==> src/hdl/scs_pkg.sv <==
// Purpose: shared constants for the system clock source switcher
// Assumes: 3-bit source codes, 4-bit divider codes, 6-bit trim
// Notes: offsets, codes, divider and trim reset values and timing counts (not the relock timeout) live here
package scs_pkg;
  // ---------------------------------------------------------------
  // source codes
  // ---------------------------------------------------------------
  localparam logic [2:0] SRC_EXT = 3'h7;
  localparam logic [2:0] SRC_HF = 3'h6;
  localparam logic [2:0] SRC_LF = 3'h5;
  localparam logic [2:0] SRC_SEC = 3'h4;
  localparam logic [2:0] SRC_RSV3 = 3'h3;
  localparam logic [2:0] SRC_EXT_PLL = 3'h2;
  localparam logic [2:0] SRC_HF_PLL = 3'h1;
  localparam logic [2:0] SRC_RSV0 = 3'h0;
  localparam int SRC_N = 8;
  // ---------------------------------------------------------------
  // divider, trim and frequency select
  // ---------------------------------------------------------------
  localparam logic [3:0] DIV_MAX = 4'h9;
  localparam logic [3:0] DIV_RST_HF = 4'h2;
  localparam logic [3:0] DIV_RST_OTHER = 4'h0;
  localparam logic [5:0] TRIM_RST = 6'h00;
  localparam logic [5:0] TRIM_MAX_UP = 6'h1f;
  localparam logic [5:0] TRIM_MAX_DOWN = 6'h20;
  localparam logic [2:0] HF_FRQ_1MHZ = 3'h0;
  localparam logic [2:0] HF_FRQ_32MHZ = 3'h6;
  localparam logic [2:0] HF_FRQ_MAX = 3'h6;
  // ---------------------------------------------------------------
  // oscillator ready/enable bit positions
  // ---------------------------------------------------------------
  localparam int OSC_EXT_BIT = 7;
  localparam int OSC_HF_BIT = 6;
  localparam int OSC_MF_BIT = 5;
  localparam int OSC_LF_BIT = 4;
  localparam int OSC_SEC_BIT = 3;
  localparam int OSC_PLL_BIT = 0;
  // ---------------------------------------------------------------
  // timing
  // ---------------------------------------------------------------
  localparam int CLK_HZ = 25000000;
  localparam int PLL_LOCK_NS = 2000;
  localparam int PLL_LOCK_CYC = (PLL_LOCK_NS * (CLK_HZ / 1000000) + 999) / 1000;
  localparam int MF_500K_HZ = 500000;
  localparam int MF_32K_HZ = 32000;
  localparam int LF_HZ = 31000;
  localparam int MF_500K_HALF = CLK_HZ / (2 * MF_500K_HZ);
  localparam int MF_32K_HALF = CLK_HZ / (2 * MF_32K_HZ);
  localparam int LF_HALF = CLK_HZ / (2 * LF_HZ);
endpackage : scs_pkg

==> src/hdl/scs_tick_div.sv <==
// Purpose: square-wave generator from a half-period count
// Assumes: HALF at least 1
// Notes: output is a register, free running from reset
`timescale 1ns/1ps
`default_nettype none
module scs_tick_div #(
  parameter int HALF = 25
) (
  input wire logic clk_i, // core clock
  input wire logic srst_i, // sync reset
  output logic clk_o // divided square wave
);
  localparam int CW = $clog2(HALF + 1);
  localparam logic [CW-1:0] LAST = CW'(HALF - 1);
  logic [CW-1:0] cnt_reg;
  // ---------------------------------------------------------------
  // toggle every HALF cycles
  // ---------------------------------------------------------------
  always_ff @(posedge clk_i) begin
    if (srst_i) begin
      cnt_reg <= '0;
      clk_o <= 1'b0;
    end else if (cnt_reg == LAST) begin
      cnt_reg <= '0;
      clk_o <= ~clk_o;
    end else begin
      cnt_reg <= cnt_reg + 1'b1;
    end
  end
endmodule : scs_tick_div
`default_nettype wire

==> src/hdl/scs_post_div.sv <==
// Purpose: glitch-free post divider enable for the system clock
// Assumes: divider code 0..9 gives ratio 2**code
// Notes: emits one-cycle enable pulses; code is compared on every cycle, not held to a period end
`timescale 1ns/1ps
`default_nettype none
module scs_post_div
  import scs_pkg::*;
(
  input wire logic clk_i, // core clock
  input wire logic srst_i, // sync reset
  input wire logic run_i, // high when the system clock may run
  input wire logic [3:0] div_i, // current divider code
  output logic tick_o // one-cycle system clock enable
);
  logic [8:0] cnt_reg;
  logic [8:0] last;
  // ratio 2**code, counter wraps at ratio-1
  assign last = 9'((10'h001 << div_i) - 10'h001);
  // ---------------------------------------------------------------
  // counter: wraps at or past last, so a smaller code on a change cuts the period short
  // ---------------------------------------------------------------
  always_ff @(posedge clk_i) begin
    if (srst_i) begin
      cnt_reg <= '0;
      tick_o <= 1'b0;
    end else if (!run_i) begin
      cnt_reg <= '0;
      tick_o <= 1'b0;
    end else if (cnt_reg >= last) begin
      cnt_reg <= '0;
      tick_o <= 1'b1;
    end else begin
      cnt_reg <= cnt_reg + 9'h001;
      tick_o <= 1'b0;
    end
  end
endmodule : scs_post_div
`default_nettype wire

==> src/hdl/scs_switcher.sv <==
// Purpose: system clock source switcher with post divider and hf trim
// Assumes: oscillators are modelled by ready inputs; one core clock
// Notes: system clock is a gated enable; ready inputs are synchronised
//
// Behaviour
// - reset loads source from reset-source field
// - hf frequency from 3-bit select, max 32MHz
// - derive 500kHz and 32kHz medium sources
// - post divider ratios 1:1 up to 1:512
// - trim is 6-bit two's complement, resets 00h
// - trim writes give no completion flag
// - trim never affects low-frequency oscillator
// - provide 31kHz low-frequency source
// - per-oscillator ready status and manual enable
// - keep current clock until requested source ready
// - divider-only or running source: ready immediately
// - on ready set new-ready and irq flag
// - hold clear: switch as soon as ready
// - hold set: stay on old clock
// - in doze, switch on next clock cycle
// - divider-only change uses same handshake
// - current fields update at switch, done sets
// - pll input change: run old, enable new
// - pll relock suspends system; failure alerts monitor
// - sleep before switch drops the switch
// - wake with hold clear: new clock, flag set (code: a pll input change wakes on the old clock and requests again)
// - decode source codes; 011/000 act as 110
// - reserved request code ignores whole write
// - switch disabled: request stays at reset value
`timescale 1ns/1ps
`default_nettype none
module scs_switcher
  import scs_pkg::*;
#(
  parameter int LOCK_CYC = PLL_LOCK_CYC
) (
  input wire logic core_clk_i, // 25 MHz core clock
  input wire logic srst_i, // sync reset, active high
  input wire logic [2:0] reset_source_select_i, // config reset source
  input wire logic switch_enable_config_i, // config: request writable
  input wire logic req_wr_i, // write strobe for request fields
  input wire logic [2:0] requested_source_i, // written source code
  input wire logic [3:0] requested_divider_i, // written divider code
  input wire logic hold_wr_i, // write strobe for switch hold
  input wire logic switch_hold_i, // written switch hold value
  input wire logic irq_enable_i, // switch irq enable
  input wire logic irq_flag_clr_i, // clear switch irq flag
  input wire logic trim_wr_i, // write strobe for trim
  input wire logic [5:0] freq_trim_i, // written trim value
  input wire logic frq_wr_i, // write strobe for hf freq select
  input wire logic [2:0] hf_freq_select_i, // written hf freq select
  input wire logic [7:0] osc_manual_enable_i, // manual oscillator enables
  input wire logic [7:0] osc_ready_i, // raw ready from oscillators (async)
  input wire logic pll_lock_i, // raw pll lock (async)
  input wire logic doze_i, // cpu doze mode
  input wire logic sleep_i, // sleep request
  input wire logic wake_i, // wake event
  output logic [2:0] requested_source_o, // request source field
  output logic [3:0] requested_divider_o, // request divider field
  output logic [2:0] current_source_o, // current source field
  output logic [3:0] current_divider_o, // current divider field
  output logic switch_hold_o, // switch hold bit
  output logic new_source_ready_o, // new source ready bit
  output logic switch_done_o, // switch done bit
  output logic switch_irq_flag_o, // switch irq flag
  output logic irq_o, // switch interrupt
  output logic [5:0] freq_trim_o, // trim register
  output logic [2:0] hf_freq_o, // hf frequency select
  output logic [7:0] osc_ready_status_o, // synchronised ready status
  output logic [7:0] osc_enable_o, // oscillator enables
  output logic [2:0] sel_source_o, // decoded source feeding the clock
  output logic sys_clk_en_o, // system clock enable pulse
  output logic mf_500k_o, // medium source 500 kHz
  output logic mf_32k_o, // medium source 32 kHz
  output logic lf_31k_o, // low-frequency 31 kHz
  output logic pll_fail_o, // lock failure to fail-safe monitor
  output logic asleep_o // device in sleep
);
  typedef enum logic [2:0] {ST_IDLE, ST_WAIT, ST_HELD, ST_GAP, ST_RELOCK, ST_SLEEP} scs_state_t;
  scs_state_t state_reg;
  logic [7:0] rdy_meta_reg;
  logic [7:0] rdy_sync_reg;
  logic lock_meta_reg;
  logic lock_sync_reg;
  logic [15:0] lock_cnt_reg;
  logic [2:0] req_dec;
  logic [2:0] cur_dec;
  logic req_ready;
  logic pll_change;
  logic req_pending;
  logic div_tick;
  logic run;
  logic [3:0] rst_div;
  logic reserved_wr;

  // ---------------------------------------------------------------
  // source decode
  // ---------------------------------------------------------------
  function automatic logic [2:0] scs_decode(input logic [2:0] code);
    if (code == SRC_RSV3 || code == SRC_RSV0) begin
      scs_decode = SRC_HF;
    end else begin
      scs_decode = code;
    end
  endfunction : scs_decode

  // ready bit of the oscillator behind a decoded source
  function automatic logic scs_src_ready(input logic [2:0] src, input logic [7:0] rdy,
                                         input logic lock);
    case (src)
      SRC_EXT: scs_src_ready = rdy[OSC_EXT_BIT];
      SRC_LF: scs_src_ready = rdy[OSC_LF_BIT];
      SRC_SEC: scs_src_ready = rdy[OSC_SEC_BIT];
      SRC_EXT_PLL: scs_src_ready = rdy[OSC_EXT_BIT] && lock;
      SRC_HF_PLL: scs_src_ready = rdy[OSC_HF_BIT] && lock;
      default: scs_src_ready = rdy[OSC_HF_BIT];
    endcase
  endfunction : scs_src_ready

  assign req_dec = scs_decode(requested_source_o);
  assign cur_dec = scs_decode(current_source_o);
  assign req_pending = (requested_source_o != current_source_o) ||
                       (requested_divider_o != current_divider_o);
  // pll kept, only its input changes
  assign pll_change = (req_dec == SRC_EXT_PLL || req_dec == SRC_HF_PLL) &&
                      (cur_dec == SRC_EXT_PLL || cur_dec == SRC_HF_PLL) &&
                      (req_dec != cur_dec);
  // same source (or divider-only) is ready at once; a pll input change
  // needs only the new input oscillator, lock comes in the relock phase
  always_comb begin
    if (req_dec == cur_dec) begin
      req_ready = 1'b1;
    end else if (pll_change) begin
      req_ready = (req_dec == SRC_EXT_PLL) ? rdy_sync_reg[OSC_EXT_BIT] :
                  rdy_sync_reg[OSC_HF_BIT];
    end else begin
      req_ready = scs_src_ready(req_dec, rdy_sync_reg, lock_sync_reg);
    end
  end
  assign rst_div = (reset_source_select_i == SRC_HF) ? DIV_RST_HF : DIV_RST_OTHER;
  assign reserved_wr = (requested_source_i == SRC_RSV3) || (requested_source_i == SRC_RSV0) ||
                       (requested_divider_i > DIV_MAX);

  // ---------------------------------------------------------------
  // input synchronisers: ready and lock come from other clocks
  // ---------------------------------------------------------------
  always_ff @(posedge core_clk_i) begin
    if (srst_i) begin
      rdy_meta_reg <= 8'h00;
      rdy_sync_reg <= 8'h00;
      lock_meta_reg <= 1'b0;
      lock_sync_reg <= 1'b0;
    end else begin
      rdy_meta_reg <= osc_ready_i;
      rdy_sync_reg <= rdy_meta_reg;
      lock_meta_reg <= pll_lock_i;
      lock_sync_reg <= lock_meta_reg;
    end
  end

  // ---------------------------------------------------------------
  // request fields
  // ---------------------------------------------------------------
  // reset value is taken on a clocked edge, from the config strap
  always_ff @(posedge core_clk_i) begin
    if (srst_i) begin
      requested_source_o <= reset_source_select_i;
      requested_divider_o <= rst_div;
    end else if (req_wr_i && switch_enable_config_i && !reserved_wr) begin
      requested_source_o <= requested_source_i;
      requested_divider_o <= requested_divider_i;
    end
  end

  // hold bit, software owned; a wake never clears it, so a held switch stays held
  always_ff @(posedge core_clk_i) begin
    if (srst_i) begin
      switch_hold_o <= 1'b0;
    end else if (hold_wr_i) begin
      switch_hold_o <= switch_hold_i;
    end
  end

  // ---------------------------------------------------------------
  // switch state machine
  // ---------------------------------------------------------------
  always_ff @(posedge core_clk_i) begin
    if (srst_i) begin
      state_reg <= ST_IDLE;
      current_source_o <= reset_source_select_i;
      current_divider_o <= rst_div;
      new_source_ready_o <= 1'b0;
      switch_done_o <= 1'b1;
      lock_cnt_reg <= 16'h0000;
      pll_fail_o <= 1'b0;
      asleep_o <= 1'b0;
    end else begin
      pll_fail_o <= 1'b0;
      case (state_reg)
        ST_IDLE: begin
          if (sleep_i) begin
            state_reg <= ST_SLEEP;
            asleep_o <= 1'b1;
          end else if (req_pending) begin
            state_reg <= ST_WAIT;
            switch_done_o <= 1'b0;
          end
        end
        ST_WAIT: begin
          if (sleep_i) begin
            state_reg <= ST_SLEEP;
            asleep_o <= 1'b1;
          end else if (!req_pending) begin
            state_reg <= ST_IDLE;
            switch_done_o <= 1'b1;
          end else if (req_ready) begin
            new_source_ready_o <= 1'b1;
            state_reg <= switch_hold_o ? ST_HELD : ST_GAP;
          end
        end
        ST_HELD: begin
          // abandon by copying current into request, or resume on hold clear
          if (sleep_i) begin
            state_reg <= ST_SLEEP;
            asleep_o <= 1'b1;
            new_source_ready_o <= 1'b0;
          end else if (!req_pending) begin
            state_reg <= ST_IDLE;
            new_source_ready_o <= 1'b0;
            switch_done_o <= 1'b1;
          end else if (!req_ready) begin
            state_reg <= ST_WAIT;
            new_source_ready_o <= 1'b0;
          end else if (!switch_hold_o) begin
            state_reg <= ST_GAP;
          end
        end
        ST_GAP: begin
          // one dead cycle between old and new: no runt enable pulse;
          // the switch does not wait for a cpu cycle, so doze is moot
          if (pll_change) begin
            state_reg <= ST_RELOCK;
            lock_cnt_reg <= 16'h0000;
          end else begin
            state_reg <= ST_IDLE;
            current_source_o <= requested_source_o;
            current_divider_o <= requested_divider_o;
            switch_done_o <= 1'b1;
            new_source_ready_o <= 1'b0;
          end
        end
        ST_RELOCK: begin
          // system held while the pll takes its new input
          if (lock_sync_reg && lock_cnt_reg >= 16'(LOCK_CYC)) begin
            state_reg <= ST_IDLE;
            current_source_o <= requested_source_o;
            current_divider_o <= requested_divider_o;
            switch_done_o <= 1'b1;
            new_source_ready_o <= 1'b0;
          end else if (lock_cnt_reg == 16'hffff) begin
            pll_fail_o <= 1'b1;
            lock_cnt_reg <= 16'h0000;
          end else begin
            lock_cnt_reg <= lock_cnt_reg + 16'h0001;
          end
        end
        ST_SLEEP: begin
          if (wake_i) begin
            asleep_o <= 1'b0;
            if (req_pending && !switch_hold_o && !pll_change) begin
              state_reg <= ST_IDLE;
              current_source_o <= requested_source_o;
              current_divider_o <= requested_divider_o;
              switch_done_o <= 1'b1;
            end else begin
              state_reg <= req_pending ? ST_WAIT : ST_IDLE; // old clock, request again
            end
          end
        end
        default: state_reg <= ST_IDLE;
      endcase
    end
  end

  // ---------------------------------------------------------------
  // switch irq flag: a set wins over a clear in the same cycle
  // ---------------------------------------------------------------
  logic flag_set;
  assign flag_set = (state_reg == ST_WAIT && !sleep_i && req_pending && req_ready) ||
                    (state_reg == ST_SLEEP && wake_i && req_pending && !switch_hold_o &&
                     !pll_change);
  always_ff @(posedge core_clk_i) begin
    if (srst_i) begin
      switch_irq_flag_o <= 1'b0;
      irq_o <= 1'b0;
    end else begin
      if (flag_set) begin
        switch_irq_flag_o <= 1'b1;
      end else if (irq_flag_clr_i) begin
        switch_irq_flag_o <= 1'b0;
      end
      irq_o <= irq_enable_i && (switch_irq_flag_o || flag_set);
    end
  end

  // ---------------------------------------------------------------
  // trim and hf frequency select
  // ---------------------------------------------------------------
  // trim only steers the hf oscillator; lf path never sees it, and
  // there is deliberately no settle flag for a trim write
  always_ff @(posedge core_clk_i) begin
    if (srst_i) begin
      freq_trim_o <= TRIM_RST;
    end else if (trim_wr_i) begin
      freq_trim_o <= freq_trim_i;
    end
  end

  always_ff @(posedge core_clk_i) begin
    if (srst_i) begin
      hf_freq_o <= (reset_source_select_i == SRC_HF_PLL) ? HF_FRQ_32MHZ : HF_FRQ_1MHZ;
    end else if (frq_wr_i) begin
      hf_freq_o <= (hf_freq_select_i > HF_FRQ_MAX) ? HF_FRQ_MAX : hf_freq_select_i;
    end
  end

  // ---------------------------------------------------------------
  // oscillator status and enables
  // ---------------------------------------------------------------
  always_ff @(posedge core_clk_i) begin
    if (srst_i) begin
      osc_ready_status_o <= 8'h00;
      osc_enable_o <= 8'h00;
      sel_source_o <= SRC_HF;
    end else begin
      osc_ready_status_o <= {rdy_sync_reg[7:1], lock_sync_reg};
      // manual enables, plus the oscillator (not the pll) behind current and requested, plus the lf oscillator always
      osc_enable_o <= osc_manual_enable_i |
                      (8'h01 << osc_bit(cur_dec)) | (8'h01 << osc_bit(req_dec)) |
                      (8'h01 << OSC_LF_BIT);
      sel_source_o <= cur_dec;
    end
  end

  function automatic logic [2:0] osc_bit(input logic [2:0] src);
    case (src)
      SRC_EXT, SRC_EXT_PLL: osc_bit = 3'(OSC_EXT_BIT);
      SRC_LF: osc_bit = 3'(OSC_LF_BIT);
      SRC_SEC: osc_bit = 3'(OSC_SEC_BIT);
      default: osc_bit = 3'(OSC_HF_BIT);
    endcase
  endfunction : osc_bit

  // ---------------------------------------------------------------
  // system clock enable: stopped during gap, relock and sleep
  // ---------------------------------------------------------------
  assign run = (state_reg != ST_GAP) && (state_reg != ST_RELOCK) && (state_reg != ST_SLEEP);
  scs_post_div u_post_div (
    .clk_i(core_clk_i),
    .srst_i(srst_i),
    .run_i(run),
    .div_i(current_divider_o),
    .tick_o(div_tick)
  );
  always_ff @(posedge core_clk_i) begin
    if (srst_i) begin
      sys_clk_en_o <= 1'b0;
    end else begin
      sys_clk_en_o <= div_tick && run;
    end
  end

  // ---------------------------------------------------------------
  // fixed internal clocks
  // ---------------------------------------------------------------
  scs_tick_div #(.HALF(MF_500K_HALF)) u_mf500 (
    .clk_i(core_clk_i),
    .srst_i(srst_i),
    .clk_o(mf_500k_o)
  );
  scs_tick_div #(.HALF(MF_32K_HALF)) u_mf32 (
    .clk_i(core_clk_i),
    .srst_i(srst_i),
    .clk_o(mf_32k_o)
  );
  scs_tick_div #(.HALF(LF_HALF)) u_lf31 (
    .clk_i(core_clk_i),
    .srst_i(srst_i),
    .clk_o(lf_31k_o)
  );
endmodule : scs_switcher
`default_nettype wire

==> config.mk <==
export PLATFORM = sky130hd
export DESIGN_NAME = scs_switcher
export DESIGN_NICKNAME = d
export VERILOG_FILES = /design/src/hdl/scs_pkg.sv /design/src/hdl/scs_tick_div.sv /design/src/hdl/scs_post_div.sv /design/src/hdl/scs_switcher.sv
export SDC_FILE = /design/constraint.sdc
export NUM_CORES = 1
export LEC_CHECK = 0
export BUFFER_PORTS_ARGS = -buffer_cell sky130_fd_sc_hd__buf_2
export CAP_MARGIN = 20
export CORE_MARGIN = 1
export CORE_UTILIZATION = 56
export DETAILED_ROUTE_END_ITERATION = 8
export PLACE_DENSITY = 0.79
export SLEW_MARGIN = 20
export SYNTH_ARGS = -nofsm -noshare
export SYNTH_HDL_FRONTEND = slang
export SYNTH_SLANG_ARGS = --single-unit
==> constraint.sdc <==
create_clock -name core_clk_i -period 3.85 [get_ports core_clk_i]
set_input_delay 0 -clock core_clk_i [delete_from_list [all_inputs] [get_ports core_clk_i]]
set_output_delay 0 -clock core_clk_i [all_outputs]
set_load 0.05 [all_outputs]
Yosys cells after proc, flatten, opt, wreduce, memory -nomap -nowiden
Index checks and enable logic that the tools add are counted.
W data, S select, Z words.
{"block": "word_totals", "reg_bits": 123, "in_bits": 49, "elab_cells": 243}
{"block": "op_classes", "n_addsub": 6, "magnitude_cmp": 4, "eq_ne": 53, "n_shift": 3, "n_mux": 77, "n_bitwise": 7, "reduce_logical": 61}
{"operator": "$mux W3", "count": 27}
{"operator": "$mux W16", "count": 3}
{"operator": "$pmux W16 S2", "count": 1}
{"operator": "$mux W1", "count": 28}
{"operator": "$mux W4", "count": 7}
{"operator": "$add A9 B1 Y9 const B", "count": 3}
{"operator": "$eq A3 B3 Y1 const B", "count": 9}
{"operator": "$pmux W3 S3", "count": 3}
{"operator": "$ne A2 B2 Y1 const B", "count": 13}
{"operator": "$eq A3 B2 Y1 const B", "count": 7}
{"operator": "$ne A3 B3 Y1 const B", "count": 7}
{"operator": "$logic_and A1 B1 Y1", "count": 20}
{"operator": "$eq A9 B9 Y1 const B", "count": 2}
{"operator": "$pmux W3 S6", "count": 1}
{"operator": "$add A16 B1 Y16 const B", "count": 1}
{"operator": "$eq A16 B16 Y1 const B", "count": 1}
{"operator": "$ge A16 B6 Y1 const B", "count": 1}
{"operator": "$or A8 B8 Y8", "count": 2}
{"operator": "$shl A1 B3 Y8 const A", "count": 2}
{"operator": "$reduce_or A2 Y1", "count": 7}
{"operator": "$eq A3 B1 Y1 const B", "count": 4}
{"operator": "$logic_not A3 Y1", "count": 4}
{"operator": "$pmux W4 S3", "count": 1}
{"operator": "$pmux W1 S5", "count": 2}
{"operator": "29 further kinds", "count": 55}

Depth between registers and ports, before layout
Gate-level depths: netlist of the first run.
{"block": "depth", "ltp_word": 13, "depth_mapped": 15, "depth_no_buf": 13}

Hierarchy
A second synthesis of the first run with hierarchy kept.
{"block": "unflattened", "cells_unflattened": 649, "hier_area_um2": 5955.7}
{"module": "scs_switcher", "n_inst": 1, "cells_per_inst": 437, "area_per_inst_um2": 4043.9, "seq_area_each_um2": 1871.8}
{"module": "scs_post_div", "n_inst": 1, "cells_per_inst": 93, "area_per_inst_um2": 764.5, "seq_area_each_um2": 200.2}
{"module": "scs_tick_div at u_mf32", "n_inst": 1, "cells_per_inst": 46, "area_per_inst_um2": 427.9, "seq_area_each_um2": 200.2}
{"module": "scs_tick_div at u_lf31", "n_inst": 1, "cells_per_inst": 46, "area_per_inst_um2": 424.2, "seq_area_each_um2": 200.2}
{"module": "scs_tick_div at u_mf500", "n_inst": 1, "cells_per_inst": 27, "area_per_inst_um2": 295.3, "seq_area_each_um2": 120.1}

Least setup slack after synthesis of the first run
Ideal clock, no wire load.
{"block": "synth_path", "path_type": "register to register", "from": "register current_divider_o[1]", "to": "register u_post_div.cnt_reg[2]", "setup_ns": 0.067, "arrival_ns": 3.466, "required_ns": 3.783, "path_slack_ns": 0.318, "path_stages_with_launch": 14, "path_buffers": 2, "cell_sequence": "edfxtp_1 -> clkbuf_1 -> or4_1 -> ha_1 -> clkbuf_1 -> nor3_1 -> a21oi_1 -> o21a_1 -> ha_1 -> a2111oi_0 -> nand2b_1 -> a21oi_1 -> o21ai_1 -> nor2_1"}
{"block": "synth_between", "elab_chain_cells": 4}
{"item": "start: declaration", "line_no": "scs_switcher.sv:61", "rtl": "output logic [3:0] current_divider_o,"}
{"item": "start signal: assignment", "line_no": "scs_switcher.sv:191", "rtl": "current_divider_o <= rst_div;"}
{"item": "start signal: assignment", "line_no": "scs_switcher.sv:247", "rtl": "current_divider_o <= requested_divider_o;"}
{"item": "start signal: assignment", "line_no": "scs_switcher.sv:257", "rtl": "current_divider_o <= requested_divider_o;"}
{"item": "$shl A1 B4 Y9", "line_no": "scs_post_div.sv:18", "rtl": "assign last = 9'((10'h001 << div_i) - 10'h001);"}
{"item": "$sub A9 B1 Y9", "line_no": "scs_post_div.sv:18"}
{"item": "$ge A9 B9 Y1", "line_no": "scs_post_div.sv:29", "rtl": "end else if (cnt_reg >= last) begin"}
{"item": "$reduce_or A3 Y1 (no source line)"}
{"item": "end signal: assignment", "line_no": "scs_post_div.sv:33", "rtl": "cnt_reg <= cnt_reg + 9'h001;"}
{"item": "end: declaration", "line_no": "scs_post_div.sv:15", "rtl": "logic [8:0] cnt_reg;"}
No other way between the ends.
A chain may end at the register's enable or synchronous reset.

Final worst setup path of the first run
{"block": "layout_path", "from": "register current_divider_o[0]", "to": "register u_post_div.cnt_reg[7]"}
Same word-level chain as after synthesis.

==> flow_summary.ini, run 1 <==
[run_status]
status = completed

[die]
core.rowCount = 36
die_y_um = 102
floorplan.die_area_sq_um = 10400
core_region_area_sq_um = 9730
die_w_um = 102
io-pin-count = 102
start_util_pct = 57.3

[worst_setup_path]
required_ps = 4280
rrSetupSlack_ps = 380
cp_max_fo = 9
r2r.worst_path.cells = 11
r2r_end = u_post_div.cnt_reg[7]$_SDFF_PP0_
rr_startpoint = current_divider_o[0]$_SDFFCE_PP0P_
crit_type = flip-flop to flip-flop
end_kind = flip-flop
startpoint_type = flip-flop
crit_arrival_ps = 3910

[synthesis]
syn_inst = 601
netlist_area_sq_um = 5580
synth-async-reset-ratio_pct = 0
synth_seq_cells = 121
ys_types = 69
synth_area_per_cell_sq_um = 9.28
syn-num-nets = 669
synth-edff-count = 17
ys_seq_area_share_pct = 46.5
synth_ff_type = dfxtp_1
yosysWarnings = 0

[power]
seq_power_share_pct = 39.5
max-vdd-ir-drop_uv = 343
clkPwrFrac_pct = 38.2
switching_share_pct = 31.2
internal_power_w = 0.00260
combPwrFrac_pct = 22.3
p_per_area_nw_per_um2 = 522
p_total_w = 0.00378
p_sw_w = 0.00118
p_leak_nw = 3.14

[clock_network]
cts_buffers = 17
clock_sink_count = 121
cts_root_buf = clkbuf_8
cts_tree = done
post_cts_buffers = 0
clock_path_buffers = 2
clkTransAtPathRegs_ps = 60
clock_latency_ps = 510
htree_levels = 4

[placement]
placed_area_sq_um = 6130
place.gp.congestion = 0.857
dp_hpwl_um = 8480
portBuffers = 98
dp_cells = 809

[final_layout]
drive_gt1_share_pct = 19.0
n_antenna_cell = 0
final_cell_area_sq_um = 7240
final_cell_mix = 104 x dfxtp_1, 98 x buf_2, 83 x nor2_1
instances_no_fill = 896
largest_register_ff_count = 16
area_growth_pct = 29.8
finalNetCount = 819
fillers = 691
final_common_cell = dfxtp_1

[sta]
drv_slew = 0
max_freq_mhz = 288
tns_ps = 0
fin_crit_ps = 3470
hold_violations = 0
setup_violations = 0
clock-skew-final_ps = 8.62
tightest_slew_ps = 728
rsz0062_at_grt = no
period_share_pct = 90.2
fin_hold_ws_ps = 22.7
relSlewSlack_pct = 51.5

[job]
maxCapViolations = 0

[routing]
ant_nets = 0
drtIter0Drc = 249
avgViaCountPerCell = 5.50
drc_errors = 0
wl_per_cell_um = 15.5
vias = 4928
wirelength_um = 13900
dr.pass1.iters = 8

[global_route]
track_usage_pct = 27.6
grt_pass1_wl_um = 22100
overflow = 0
grt_max_degree = 40
grt_antenna_before_repair = 0
first_global_vias = 4795

[worst_hold_path]
hp-class = input port to flip-flop
worstHoldEndpoint = u_mf500.clk_o$_SDFFE_PP0P_
min_path_cells = 2
worstHoldStart = srst_i
synthesized netlist by cell type (all sizes together) (10+ instances only):
master	count	area, sq um
dfxtp	104	2080
nor3	14	70.1
edfxtp	17	510
clkbuf	14	52.6
xor2	35	307
ha	19	238
nand2	35	139
nand3	19	95.1
buf	11	71.3
a21oi	14	70.1
nor2b	45	282
inv	27	101
mux2i	10	100
and3	10	67.6
xnor2	16	140
o21ai	27	135
nor2	84	318
final cells by class:
class                   count  area, sq um  area share, %
multi-input cells         428         2760           38.2
flip-flops and latches    121         2590           35.8
repair buffers            156         1070           14.7
clock buffers              25          517           7.14
well taps                 133          166           2.30
inverters                  27          101           1.40
clock inverters             6         35.0          0.484
power by group through the flow:
stage                     Sequential [W]  Clock [W]  Combinational [W]
final                            0.00149    0.00144           0.000843
after global routing             0.00151    0.00152           0.000913
after CTS                        0.00149    0.00145           0.000822
after detailed placement         0.00151          0           0.000758
after global placement           0.00151          0           0.000739
after floorplan                  0.00165          0           0.000454
per-stage QoR:
stage / utilization [%] / setup slack (ps)
finish: 74.4 / 378
global route: 74.4 / 66.0
CTS: 74.4 / 270
detailed placement: 63.0 / 280
global placement: 63.0 / 564
floorplan: - / 318
layer usage:
metal	GRT usage [%]	wire, um
met1	31.1	5470
met2	47.9	7100
met3	8.76	855
met5	0	0
met4	12.2	428
kinds of logic after synthesis:
kind of cell | Yosys count | share of synthesized area, %
XOR/XNOR | 51 | 8.01
AND/OR/NAND/NOR | 257 | 24.4
multiplexers | 11 | 2.00
AO/OA/AOI/OAI | 90 | 10.9
flip-flops | 121 | 46.5
buffers and inverters | 52 | 4.04
adder cells (fa/ha/maj) | 19 | 4.26
worst max-delay path: stages, from the launching register on:
cell       delay (ps)
edfxtp_1          500
or4_1             590
ha_1              310
nor3_1            240
a21oi_1            60
o21a_1            180
ha_1              290
a2111oi_1         470
nand2b_1          110
a21oi_1           190
o21ai_1           250
nor2_1            190
worst max path at each step:
stage	slack, ps	startpoint	end	cells after the start
6_report	380	current_divider_o[0]$_SDFFCE_PP0P_	u_post_div.cnt_reg[7]$_SDFF_PP0_	11
3_5_place_dp	280	current_divider_o[0]$_SDFFCE_PP0P_	u_post_div.cnt_reg[7]$_SDFF_PP0_	11
2_1_floorplan	320	current_divider_o[1]$_DFFE_PP_	u_post_div.cnt_reg[2]$_SDFF_PP0_	13
5_1_grt	70	current_divider_o[0]$_SDFFCE_PP0P_	u_post_div.cnt_reg[7]$_SDFF_PP0_	11
3_3_place_gp	560	current_divider_o[0]$_SDFFCE_PP0P_	u_post_div.cnt_reg[8]$_SDFF_PP0_	11
4_1_cts	270	current_divider_o[0]$_SDFFCE_PP0P_	u_post_div.cnt_reg[7]$_SDFF_PP0_	11
timing repair:
action,CTS,global route
hold buffers,56,0
endpoints found under the hold margin,44,0
setup endpoints to repair,0,4
resized for setup,0,1
(Power assumes the default switching activity.)
==> run 2, diff against run 1 <==
- GPL_TIMING_DRIVEN: unset -> 0
==> run 2 against run 1 <==
  * Fmax decreased by 3.4%
  * Sequential share of layout area shrank 0.81 points
  * Cell count is 2.7% higher
  * Global-route usage is 2.4 points higher
==> flow_summary.ini, run 2 (synthesis gave the netlist of run 1 again) <==
[die]
io-pin-count = 102
die_w_um = 102
start_util_pct = 57.3
core.rowCount = 36
floorplan.die_area_sq_um = 10400
core_region_area_sq_um = 9730
die_y_um = 102

[power]
p_leak_nw = 3.22
max-vdd-ir-drop_uv = 287
p_per_area_nw_per_um2 = 540

[worst_setup_path]
r2r.worst_path.cells = 13
end_kind = flip-flop
crit_type = flip-flop to flip-flop
cp_max_fo = 10
crit_arrival_ps = 4050
required_ps = 4310
startpoint_type = flip-flop

[global_route]
track_usage_pct = 30.0
first_global_vias = 4910
grt_max_degree = 17
grt_antenna_before_repair = 1
overflow = 0
grt-busiest-layer = met2
gr-usage-met1_pct = 35.0
use_met2_pct = 48.7
use_met3_pct = 9.03
grt_pass1_wl_um = 23700

[placement]
dp_hpwl_um = 9040
place.gp.congestion = 0.895
dp_cells = 831
portBuffers = 97

[routing]
drtIter0Drc = 386
dr.pass1.iters = 5
avgViaCountPerCell = 5.61
wirelength_um = 15100
ant_nets = 0
drc_errors = 0
wl_per_cell_um = 16.4
vias = 5161

[final_layout]
drive_gt1_share_pct = 19.8
final_common_cell = dfxtp_1
instances_no_fill = 920
area_growth_pct = 32.8
largest_register_ff_count = 16
final_cell_mix = 104 x dfxtp_1, 103 x buf_2, 83 x nor2_1
finalNetCount = 841

[clock_network]
post_cts_buffers = 0
cts_root_buf = clkbuf_8
cts_tree = done
clock_sink_count = 121
clock_path_buffers = 2
cts_buffers = 17
clock_latency_ps = 530
clkTransAtPathRegs_ps = 60
htree_levels = 4

[job]
maxCapViolations = 0

[sta]
fin_crit_ps = 3600
setup_violations = 0
tightest_slew_ps = 676
relSlewSlack_pct = 54.9
hold_violations = 0
clock-skew-final_ps = 9.16
tns_ps = 0
period_share_pct = 93.4
rsz0062_at_grt = no
drv_slew = 0
max_freq_mhz = 278

[worst_hold_path]
hp-class = input port to flip-flop
min_path_cells = 3

[run_status]
status = completed
run 2: cell count changes in the layout (fill, tap and decap cells not counted), sizes merged:
cell | before | now
diode | 0 | 1
clkinvlp | 2 | 1
bufinv | 0 | 3
buf | 100 | 108
clkbuf | 25 | 35
inv | 27 | 28
clkinv | 4 | 6
run 2: repair_timing:
item	4_1_cts	5_1_grt
gates resized for setup	0	3
hold endpoints to repair	45	0
endpoints found under the setup margin	0	9
hold buffers	56	0
run 2: where the power goes:
part / total, W / internal [W] / switching [W]
Sequential: 0.00145 / 0.00138 / 0.0000680
Clock: 0.00162 / 0.00104 / 0.000580
Combinational: 0.000935 / 0.000330 / 0.000605
Total: 0.00400 / 0.00275 / 0.00125
run 2: final cells by class:
| type | instances | area, sq um |
|---|---|---|
| inverter | 27 | 101 |
| multi-input combinational | 428 | 2770 |
| clock inverter | 11 | 144 |
| timing repair buffer | 153 | 1050 |
| tap | 133 | 166 |
| clock buffer | 21 | 460 |
| sequential | 121 | 2590 |
| buffer | 25 | 124 |
| fill | 666 | 2320 |
| antenna | 1 | 2.50 |
run 2: per-layer routing:
metal	up-vias	part of all wire, %
met4	0	4.0
li1	2427	-
met3	55	7.8
met2	287	50
met5	-	0
met1	2392	39
run 2: worst paths after layout:
kind	end	slack [ps]	start
max	u_post_div.cnt_reg[3]$_SDFF_PP0_	250	current_divider_o[1]$_DFFE_PP_
max reg2reg	u_post_div.cnt_reg[3]$_SDFF_PP0_	250	current_divider_o[1]$_DFFE_PP_
min reg2reg	sys_clk_en_o$_SDFF_PP0_	440	u_post_div.tick_o$_SDFF_PP0_
min	requested_source_o[2]$_DFFE_PP_	80	req_wr_i
run 2: worst max-delay path, stage by stage, from the launching register on:
cell	delay, ps
edfxtp_1	380
clkbuf_1	240
or4_1	580
ha_1	200
clkbuf_1	200
nor3_1	230
a21oi_1	70
o21a_1	180
ha_1	300
a2111oi_2	370
nand2b_1	130
a21oi_1	290
o21ai_2	200
nor2_1	150
run 2: metrics by stage:
stage	util [%]	total power [W]	area, sq um	setup WS [ps]	hold slack (ps)
2_1_floorplan	-	0.00210	5580	318	112
3_3_place_gp	64.0	0.00228	6230	218	209
3_5_place_dp	64.0	0.00230	6230	146	216
4_1_cts	76.0	0.00396	7400	22.1	52.6
5_1_grt	76.1	0.00415	7410	30.3	89.0
6_report	76.1	0.00400	7410	254	77.4
==> run 3, diff against run 2 <==
- CELL_PAD_IN_SITES_DETAIL_PLACEMENT: unset -> 1
- CELL_PAD_IN_SITES_GLOBAL_PLACEMENT: unset -> 2
- CORE_UTILIZATION: 56 -> 34
- PLACE_DENSITY: 0.79 -> 0.78
==> run 3 against run 2 <==
  * Design area decreased by 0.20%
  * Sequential power is essentially flat
  * Utilization decreased by 30 points
  * Highest routed layer unchanged
  * First-iteration DRC count decreased by 36%
  * Register-to-register slack gained 30 ps
  * Via count decreased by 4.9%
  * Largest power group unchanged
  * Critical path type unchanged
  * Worst hold slack got worse by 43 ps
  * Wire length up 5.8%
==> flow_summary.ini, run 3 (synthesis gave the netlist of run 1 again) <==
[run_status]
status = completed

[final_layout]
final_common_cell = dfxtp_1
final_cell_mix = 104 x dfxtp_1, 103 x buf_2, 83 x nor2_1
largest_register_ff_count = 16
drive_gt1_share_pct = 20.5
instances_no_fill = 991
finalNetCount = 829
post-route-util_pct = 46.4
area_growth_pct = 32.5

[global_route]
first_global_vias = 4921
track_usage_pct = 19.6
grt_pass1_wl_um = 25100
overflow = 0
grt_antenna_before_repair = 1
grt_max_degree = 17

[placement]
dp_cells = 914
portBuffers = 97
dp_hpwl_um = 11300
dpl_worst_slack_ps = 11.9
place.gp.congestion = 0.846

[worst_setup_path]
rr_startpoint = current_divider_o[1]$_DFFE_PP_
critPathMaxStageDelay_ps = 600
path_delay_family = compound AO/OA/AOI/OAI gates
cp_max_fo = 10
cp_num_buf_inv = 2
crit_slowest_cell = or4_1
startpoint_type = flip-flop
crit_type = flip-flop to flip-flop
crit_chain = clkbuf_1 > or4_1 > ha_1 > clkbuf_1 > nor3_2 > a21oi_1 > o21a_1 > ha_1 > a2111oi_2 > nand2b_1 > a21oi_1 > o21ai_2 > nor2_1
crit_arrival_ps = 3910
required_ps = 4200
rrSetupSlack_ps = 290
r2r.worst_path.cells = 13
r2r_end = u_post_div.cnt_reg[2]$_SDFF_PP0_
end_kind = flip-flop

[routing]
avgViaCountPerCell = 4.95
drtIter0Drc = 246
ant_nets = 0
wl_met1_um = 7120
highest_layer = met4
dr.pass1.iters = 4
met2WireLength_um = 7860
route.met3.wl_um = 658
vias = 4907
wl_per_cell_um = 16.1
wirelength_um = 16000
drc_errors = 0

[clock_network]
clock_sink_count = 121
htree_levels = 4
clock_latency_ps = 430
cts_tree = done
cts_buffers = 17
clkTransAtPathRegs_ps = 60
cts_root_buf = clkbuf_16
clock_path_buffers = 2

[sta]
clock-skew-final_ps = 12.7
relSlewSlack_pct = 55.3
rsz0062_at_grt = no
fin_crit_ps = 3560
final.setup.worst_slack_ps = 287
setup_violations = 0
hold_violations = 0
tightest_slew_ps = 667
fin_hold_ws_ps = 34.2
period_share_pct = 92.5
max_freq_mhz = 281
drv_slew = 0
tns_ps = 0

[worst_hold_path]
worstHoldEndpoint = requested_source_o[0]$_DFFE_PP_
min_path_cells = 3
hp-class = input port to flip-flop
worstHoldStart = reset_source_select_i[0]

[die]
die_y_um = 130
die_w_um = 130
floorplan.die_area_sq_um = 16900
core.rowCount = 46
io-pin-count = 102
core_region_area_sq_um = 15900
start_util_pct = 35.0

[power]
p_per_area_nw_per_um2 = 535
max-vdd-ir-drop_uv = 296
p_leak_nw = 3.18

[job]
maxCapViolations = 0
-- run 3: changes by cell type in the layout (fill, tap and decap cells not counted), sizes merged --
cell         previous run  this run
clkinv                  6         3
clkbuf                 35        33
dlygate4sd3            56        44
inv                    28        35
bufinv                  3         1
-- run 3: where the power goes --
| group | total, W | internal [W] | switching (W) |
|---|---|---|---|
| registers | 0.00145 | 0.00138 | 0.0000683 |
| clock network | 0.00160 | 0.000977 | 0.000622 |
| logic | 0.000913 | 0.000318 | 0.000595 |
-- run 3: final cells by class --
class | count | area (sq um)
fill | 1865 | 8550
multi-input combinational | 428 | 2780
sequential | 121 | 2590
timing repair buffer | 141 | 926
clock buffer | 19 | 475
tap | 216 | 270
clock inverter | 13 | 125
buffer | 25 | 124
inverter | 27 | 101
antenna | 1 | 2.50
-- run 3: how the worst max path moves through the flow --
stage | from | endpoint | slack [ps] | cells past startpoint
final | current_divider_o[1]$_DFFE_PP_ | u_post_div.cnt_reg[2]$_SDFF_PP0_ | 290 | 13
after detailed placement | current_divider_o[1]$_DFFE_PP_ | u_post_div.cnt_reg[2]$_SDFF_PP0_ | 10 | 13
after floorplan | current_divider_o[1]$_DFFE_PP_ | u_post_div.cnt_reg[2]$_SDFF_PP0_ | 320 | 13
after CTS | current_divider_o[1]$_DFFE_PP_ | u_post_div.cnt_reg[2]$_SDFF_PP0_ | 70 | 13
after global routing | current_divider_o[1]$_DFFE_PP_ | u_post_div.cnt_reg[2]$_SDFF_PP0_ | 7 | 13
after global placement | current_divider_o[1]$_DFFE_PP_ | u_post_div.cnt_reg[8]$_SDFF_PP0_ | 150 | 13
-- run 3: metrics by stage --
stage                     cell area, sq um  power, W
after floorplan                       5580   0.00210
after CTS                             7380   0.00400
final                                 7390   0.00396
after global routing                  7390   0.00415
after global placement                6330   0.00231
after detailed placement              6330   0.00234
-- run 3: repair_timing --
action,4_1_cts,5_1_grt
cloned,0,0
hold buffers,44,0
hold endpoints to repair,40,0
setup buffers,0,0
endpoints found under the setup margin,1,9
resized for setup,1,3
-- run 3: worst reg2reg max path: stages (launching register included) --
cell and delay [ps]:
edfxtp_1 380, clkbuf_1 230, or4_1 600, ha_1 200
clkbuf_1 210, nor3_2 200, a21oi_1 60, o21a_1 190
ha_1 310, a2111oi_2 390, nand2b_1 100, a21oi_1 250
o21ai_2 200, nor2_1 170
-- run 3: routing by layer --
metal	vias to the layer above	track usage [%]
met2	117	33.1
met4	0	8.62
li1	2403	-
met3	26	4.22
met1	2361	24.0
met5	-	0
